[config.mk]
export PLATFORM = sky130hd
export DESIGN_NAME = tp_strap_port
export DESIGN_NICKNAME = d
export VERILOG_FILES = /design/src/shared/tp_strap_pkg.sv /design/src/rtl/tp_strap_port.sv /design/src/rtl/tp_strap_sync.sv
export SDC_FILE = /design/constraint.sdc
export NUM_CORES = 1
export LEC_CHECK = 0
export ABC_CLOCK_PERIOD_IN_PS = 2000
export BUFFER_PORTS_ARGS = -buffer_cell sky130_fd_sc_hd__buf_2
export CORE_MARGIN = 1.5
export CORE_UTILIZATION = 52
export CTS_BUF_LIST = sky130_fd_sc_hd__clkbuf_2
export DETAILED_ROUTE_END_ITERATION = 8
export PLACE_DENSITY_LB_ADDON = 0.1
export SLEW_MARGIN = 20
export SYNTH_ARGS = -nofsm -noshare
export SYNTH_HDL_FRONTEND = slang
export SYNTH_SLANG_ARGS = --single-unit
[constraint.sdc]
create_clock -name sys_clk -period 2 [get_ports sys_clk]
set_clock_uncertainty 0.05 [all_clocks]
set_input_delay 0.1 -clock sys_clk [delete_from_list [all_inputs] [get_ports sys_clk]]
set_output_delay 0.1 -clock sys_clk [all_outputs]
set_load 0.03 [all_outputs]
[src/shared/tp_strap_pkg.sv]
// Purpose: constants for the test point strap and debug port
// Assumes: 25 MHz system clock, eight test point pins
// Notes:   debug clock figures are kept for reference; the port can only
//          keep their ratios because it runs from the system clock

package tp_strap_pkg;

  localparam int unsigned PIN_COUNT  = 8;
  localparam int unsigned MODE_WIDTH = 3;
  localparam int unsigned DIV_WIDTH  = 4;

  // captured mode encodings
  localparam logic [2:0] MODE_QUIET     = 3'h0;
  localparam logic [2:0] MODE_CLK_DEBUG = 3'h2;

  // reset values
  localparam logic [7:0] OE_N_RESET = 8'hFF;
  localparam logic [7:0] OUT_RESET  = 8'h00;
  localparam logic [2:0] MODE_RESET = 3'h0;
  localparam logic [3:0] DIV_RESET  = 4'h0;

  // documented debug clock rates, in MHz
  localparam real PIN0_CLK_MHZ = 60.0;
  localparam real PIN1_CLK_MHZ = 30.0;
  localparam real PIN7_CLK_MHZ = 7.5;

  // divider bit driving each clock pin; rates keep the 8:4:2:1 ratios
  localparam int unsigned PIN0_DIV_BIT = 0;
  localparam int unsigned PIN1_DIV_BIT = 1;
  localparam int unsigned PIN2_DIV_BIT = 2;
  localparam int unsigned PIN7_DIV_BIT = 3;

  // fixed levels in clock debug mode, pins 3 to 6
  localparam logic PIN3_LEVEL = 1'b1;
  localparam logic PIN4_LEVEL = 1'b0;
  localparam logic PIN5_LEVEL = 1'b1;
  localparam logic PIN6_LEVEL = 1'b1;

endpackage

[src/rtl/tp_strap_port.sv]
// Purpose: test point port, strap capture at reset release, debug drive
// Assumes: pins are sampled synchronously; board resolves pad level from
//          tp_oe_n (low = driving) and tp_out
// Notes:   modes other than quiet and clock debug leave pins undriven;
//          debug clocks come from one free divider so their 8:4:2:1
//          ratios hold exactly, at the cost of absolute rate

`timescale 1ns/1ps
`default_nettype none

// Overview of operation
// - pins stay inputs while reset held
// - after release pins become driven outputs in mode 010 only
// - capture at release, hold until next reset
// - sample only on reset rising edge
// - mode from lowest three pins only
// - mode 000 leaves all pins undriven
// - mode 010 drives clocks and fixed levels
// - reset active low, rise starts init
module tp_strap_port (
  // clock and reset
  input  wire logic       sys_clk,
  input  wire logic       nrst,
  // test point pad, three-signal form
  input  wire logic [7:0] test_point_bus_in,
  output logic      [7:0] test_point_bus_out,
  output logic      [7:0] test_point_bus_oe_n,
  // captured mode for observation
  output logic      [2:0] test_mode
);

  logic       run;
  logic [2:0] strap_sync;
  logic       run_d;
  logic       capture;
  logic [3:0] div_cnt;

  // only the low three pins go to the synchroniser
  tp_strap_sync u_sync (
    .sys_clk         (sys_clk),
    .nrst            (nrst),
    .mode_strap_bits (test_point_bus_in[2:0]),
    .run             (run),
    .strap_sync      (strap_sync)
  );

  // single cycle pulse on synchronised release
  assign capture = run & ~run_d;

  // release tracker
  always_ff @(posedge sys_clk or negedge nrst) begin
    if (!nrst) begin
      run_d <= 1'b0;
    end else begin
      run_d <= run;
    end
  end

  // mode latch; only one capture per reset so late pin moves are ignored
  always_ff @(posedge sys_clk or negedge nrst) begin
    if (!nrst) begin
      test_mode <= tp_strap_pkg::MODE_RESET;
    end else if (capture) begin
      test_mode <= strap_sync;
    end
  end

  // debug clock divider, held at zero until the mode is known
  always_ff @(posedge sys_clk or negedge nrst) begin
    if (!nrst) begin
      div_cnt <= tp_strap_pkg::DIV_RESET;
    end else if (run_d) begin
      div_cnt <= div_cnt + 4'h1;
    end
  end

  // pad enables; registered so pads never glitch on decode
  always_ff @(posedge sys_clk or negedge nrst) begin
    if (!nrst) begin
      test_point_bus_oe_n <= tp_strap_pkg::OE_N_RESET;
    end else if (!run_d) begin
      test_point_bus_oe_n <= tp_strap_pkg::OE_N_RESET;
    end else begin
      case (test_mode)
        tp_strap_pkg::MODE_QUIET:     test_point_bus_oe_n <= tp_strap_pkg::OE_N_RESET;
        tp_strap_pkg::MODE_CLK_DEBUG: test_point_bus_oe_n <= 8'h00;
        default:                      test_point_bus_oe_n <= tp_strap_pkg::OE_N_RESET;
      endcase
    end
  end

  // pad data; clock pins follow divider taps, others fixed levels
  always_ff @(posedge sys_clk or negedge nrst) begin
    if (!nrst) begin
      test_point_bus_out <= tp_strap_pkg::OUT_RESET;
    end else if (run_d && (test_mode == tp_strap_pkg::MODE_CLK_DEBUG)) begin
      test_point_bus_out[0] <= div_cnt[tp_strap_pkg::PIN0_DIV_BIT];
      test_point_bus_out[1] <= div_cnt[tp_strap_pkg::PIN1_DIV_BIT];
      test_point_bus_out[2] <= div_cnt[tp_strap_pkg::PIN2_DIV_BIT];
      test_point_bus_out[3] <= tp_strap_pkg::PIN3_LEVEL;
      test_point_bus_out[4] <= tp_strap_pkg::PIN4_LEVEL;
      test_point_bus_out[5] <= tp_strap_pkg::PIN5_LEVEL;
      test_point_bus_out[6] <= tp_strap_pkg::PIN6_LEVEL;
      test_point_bus_out[7] <= div_cnt[tp_strap_pkg::PIN7_DIV_BIT];
    end else begin
      test_point_bus_out <= tp_strap_pkg::OUT_RESET;  // quiet pads carry no toggling
    end
  end
endmodule

`default_nettype wire

[src/rtl/tp_strap_sync.sv]
// Purpose: bring reset release and strap levels into the sys_clk domain
// Assumes: sys_clk keeps running while nrst is held low
// Notes:   strap flops carry no reset so they can follow pins during reset

`timescale 1ns/1ps
`default_nettype none

module tp_strap_sync (
  // clock and reset
  input  wire logic       sys_clk,
  input  wire logic       nrst,
  // raw pin levels
  input  wire logic [2:0] mode_strap_bits,
  // synchronised results
  output logic            run,
  output logic [2:0]      strap_sync
);

  logic       rst_meta;
  logic [2:0] strap_meta;

  // release synchroniser: assert at once, release after two edges
  always_ff @(posedge sys_clk or negedge nrst) begin
    if (!nrst) begin
      rst_meta <= 1'b0;
      run      <= 1'b0;
    end else begin
      rst_meta <= 1'b1;
      run      <= rst_meta;
    end
  end

  // strap synchroniser, free running so it tracks pins under reset
  always_ff @(posedge sys_clk) begin
    strap_meta <= mode_strap_bits;
    strap_sync <= strap_meta;
  end

endmodule

`default_nettype wire

; Word level (Yosys, flattened, before mapping)
; Index checks and enable logic that the tools add are counted.
[totals]
ff_bits = 32
latchBits = 0
ram_bits = 0
mem_bits_ro = 0
in_bits = 10
output_inout_bits = 19
wordCells = 17
memories = 0
[classes]
add_sub_neg = 1
mul = 0
n_div = 0
n_lt_le_gt_ge = 0
n_eq_ne = 1
shifts = 0
n_mux = 3
bitwise = 2
reduce_logical = 1
[ops]
columns = operator, n
row1 = $mux W8, 3
row2 = $add A4 B1 Y4 const B, 1
row3 = $eq A3 B2 Y1 const B, 1
row4 = $and A1 B1 Y1, 1
row5 = $logic_and A1 B1 Y1, 1
row6 = $not A1 Y1, 1

; Depth between registers and ports, before layout
[logic_depth]
depth_word = 3
ltp_mapped = 3
ltp_nobuf = 3

; By module
; A second synthesis with hierarchy kept.
[hier_totals]
cells_unflattened = 51
area_unflattened_um2 = 752.0
[by_module_without_submodules]
columns = module, n_inst, cells_per_inst, area_each_um2, seq_area_each_um2
row1 = tp_strap_port, 1, 42, 578.1, 351.6
row2 = tp_strap_sync, 1, 9, 173.9, 170.2

; Least setup slack after synthesis
; Ideal clock, no wire load.
[synth_path]
path_type = reg-to-reg
startpoint = register test_mode[0]
endpoint = register test_point_bus_out[0]
setup_time_ps = 66
t_arrival_ps = 979
required_time_ps = 1884
slack_ps = 906
stages_incl_launch_ff = 3
path_buffers = 0
period_less_slack_ps = 1094
cell_sequence = dfrtp_1 -> and4bb_4 -> and2_1
[synth_via]
elab_chain_len = 3
[synth_rtl]
columns = element, line
row1 = "start, declared", tp_strap_port.sv:29  ; output logic [2:0] test_mode
row2 = "start signal, assigned", tp_strap_port.sv:62  ; test_mode <= tp_strap_pkg::MODE_RESET;
row3 = "start signal, assigned", tp_strap_port.sv:64  ; test_mode <= strap_sync;
row4 = $eq A3 B2 Y1, tp_strap_port.sv:96  ; end else if (run_d && (test_mode == tp_strap_pkg::MODE_CLK_DEBUG)) begin
row5 = $logic_and A1 B1 Y1, tp_strap_port.sv:96
row6 = $mux W8, tp_strap_port.sv:96
row7 = "end signal, assigned", tp_strap_port.sv:95  ; test_point_bus_out <= tp_strap_pkg::OUT_RESET;
row8 = "end signal, assigned", tp_strap_port.sv:97  ; test_point_bus_out[0] <= div_cnt[tp_strap_pkg::PIN0_DIV_BIT];
row9 = "end signal, assigned", tp_strap_port.sv:106  ; test_point_bus_out <= tp_strap_pkg::OUT_RESET;
row10 = "end, declared", tp_strap_port.sv:26  ; output logic [7:0] test_point_bus_out,
; No other way between the ends.
; A chain may end at the register's enable or synchronous reset.

==> flow_metrics.env <==
export IMPL_status="finished clean"
export IMPL_start_util_pct=57.1
export IMPL_area_delta_synth_final_pct=18.5
export IMPL_fmax_mhz=766
export IMPL_ir_drop_mv=0.681
export IMPL_gp_congestion=0.673
export IMPL_via_count=407
export IMPL_synth_adder_area_share_pct=1.66
export IMPL_std_cell_rows=13
export IMPL_path_clk_slew_ns=0.21
export IMPL_cp_arrival_ns=1.16
export IMPL_crit_fanout=8
export IMPL_ys_types=16
export IMPL_syn_avg_cell_area_um2=14.7
export IMPL_grt_use_total_pct=13.5
export IMPL_cts_tree="yes"
export IMPL_clk_insertion_delay_late_ns=0.33
export IMPL_p_leak_nw=0.438
export IMPL_critical_path_required_ns=1.85
export IMPL_final_cell_mix="22 x buf_2, 15 x dfrtp_1, 6 x dfxtp_1"
export IMPL_h_tree_depth=1
export IMPL_fin_nets=83
export IMPL_path_buf_inv=1
export IMPL_path_class="reg -> out"
export IMPL_syn_nets=62
export IMPL_die_w_um=41.0
export IMPL_grt_ovfl_total=0
export IMPL_grt_max_degree=17
export IMPL_start_kind="flip-flop"
export IMPL_ys_async_sr_fraction_pct=72.7
export IMPL_antenna_found_initial=0
export IMPL_power_density_mw_per_mm2=1190
export IMPL_wl_per_cell_um=10.5
export IMPL_end_kind="output port"
export IMPL_numPortBuffers=22
export IMPL_fin_tns_setup_ns=0
export IMPL_via_per_inst=4.73
export IMPL_ant_nets=0
export IMPL_coreArea_mm2=0.00132
export IMPL_antenna_cells=0
export IMPL_syn_area_um2=752
export IMPL_drt_iter0_drc=3
export IMPL_postCtsSetupRepairBufs=0
export IMPL_clock_sinks=22
export IMPL_fin_util_pct=67.6
export IMPL_postSynthCellCount=51
export IMPL_final_cell_count_no_fill=86
export IMPL_crit_slowest_cell="dfstp_2"
export IMPL_io_pins=29
export IMPL_rsz0062_at_grt="no"
export IMPL_power_w=0.00106
export IMPL_yosys_area_share_simple_pct=7.99
export IMPL_root_buffer="clkbuf_2"
export IMPL_drive_gt1_share_pct=42.3
export IMPL_grt_pass1_wl_um=1390
export IMPL_die_area_mm2=0.00168
export IMPL_clockBufferDepth=2
export IMPL_drv_cap=0
export IMPL_hp_class="in -> async"
export IMPL_grt_pass1_vias=342
export IMPL_seq_area_frac_synth_pct=69.4
export IMPL_finalMaxSlewViolations=0
export IMPL_cts_buffers=3
export IMPL_critical_path_top_delay_family="flip-flops"
export IMPL_ys_warnings_count=0
export IMPL_final_common_cell="buf_2"
export IMPL_synth_edf_count=0
export IMPL_dp_cells=78
export IMPL_synthFlopType="dfrtp_1"
export IMPL_whs_ns=0.117
export IMPL_synth_compound_area_share_pct=0
export IMPL_ys_seq_elements=22
export IMPL_cpPeakStageDelay_ns=0.62
export IMPL_finalHoldViolations=0
export IMPL_period_share_pct=65.3
export IMPL_setup_viol=0
export IMPL_drt_pass1_iterations=2
export IMPL_post_cts_resized=0
export IMPL_dp_hpwl_um=663
export IMPL_synthXorXnorAreaFrac_pct=3.49
export IMPL_path_cells="buf_2"
export IMPL_synthMuxAreaShare_pct=5.99
export IMPL_drt_total_wl_um=904
export IMPL_period_needed_ns=1.31
export IMPL_synth_top_family_by_area="buffers and inverters"
export IMPL_drc=0
export IMPL_die_h_um=41.0
-- metal layers --
metal	vias to the layer above	part of all wire, %	track usage (%)
met5	-	0	0
met4	0	2.1	7.50
met3	3	8.7	4.89
met2	24	44	22.3
met1	192	45	15.0
li1	188	-	-
-- synthesized netlist by cell type, types with 2 or more instances --
library cell	count	area, um2
xnor2_1	2	17.5
dfrtp_1	15	375
dfxtp_1	6	120
conb_1	2	7.51
buf_4	10	75.1
mux2_1	3	33.8
and2_1	4	25.0
-- timing repair --
item / in CTS / in global routing
hold buffers: 4 / 0
hold endpoints to repair: 19 / 0
setup endpoints to repair: 0 / 0
-- path summary, 6_finish.rpt --
| check | start | endpoint | slack (ns) | depth (start not counted) |
|---|---|---|---|---|
| max reg2reg | run_d | test_mode[0] | 0.81 | 2 |
| max in group asynchronous | nrst | test_point_bus_oe_n[6] | 1.49 | 2 |
| min | nrst | u_sync.run | 0.12 | 2 |
| max | test_point_bus_oe_n[6] | test_point_bus_oe_n[3] | 0.69 | 1 |
| min reg2reg | u_sync.strap_meta[1] | u_sync.strap_sync[1] | 0.30 | 0 |
| min in group sys_clk | u_sync.strap_meta[1] | u_sync.strap_sync[1] | 0.30 | 0 |
-- layout make-up --
class / count / area (um2)
Sequential cell: 22 / 522
Fill cell: 95 / 427
Multi-Input combinational cell: 18 / 151
Timing Repair Buffer: 26 / 150
Clock inverter: 1 / 30.0
Tap cell: 15 / 18.8
Clock buffer: 3 / 15.0
Inverter: 1 / 3.75
-- sequential cells by signal, indices dropped and copies added, names as in the netlist --
register,flops
div_cnt,4
u_sync.strap_meta,3
u_sync.run,1
test_mode,3
test_point_bus_out,5
test_point_bus_oe_n,1
u_sync.rst_meta,1
u_sync.strap_sync,3
run_d,1
-- cells by family after synthesis --
| family | after synthesis |
|---|---|
| other cells | 2 |
| simple gates | 8 |
| xor+xnor | 3 |
| fa+ha+maj | 1 |
| flops | 22 |
| buf+inv | 11 |
| mux | 4 |
-- per-stage QoR --
| step | setup slack (ns) | cell area, um2 |
|---|---|---|
| finish | 0.694 | 891 |
| global route | 0.593 | 891 |
| CTS | 0.680 | 891 |
| detailed placement | 0.831 | 806 |
| global placement | 0.831 | 806 |
| floorplan | 0.906 | 752 |
-- power by group --
group          leakage [nW]  switching (W)  internal (W)  total (W)
Combinational         0.164       0.000108     0.0000840   0.000192
Sequential            0.247      0.0000526      0.000513   0.000565
Clock                0.0266       0.000132      0.000173   0.000305
(Power assumes the default switching activity.)
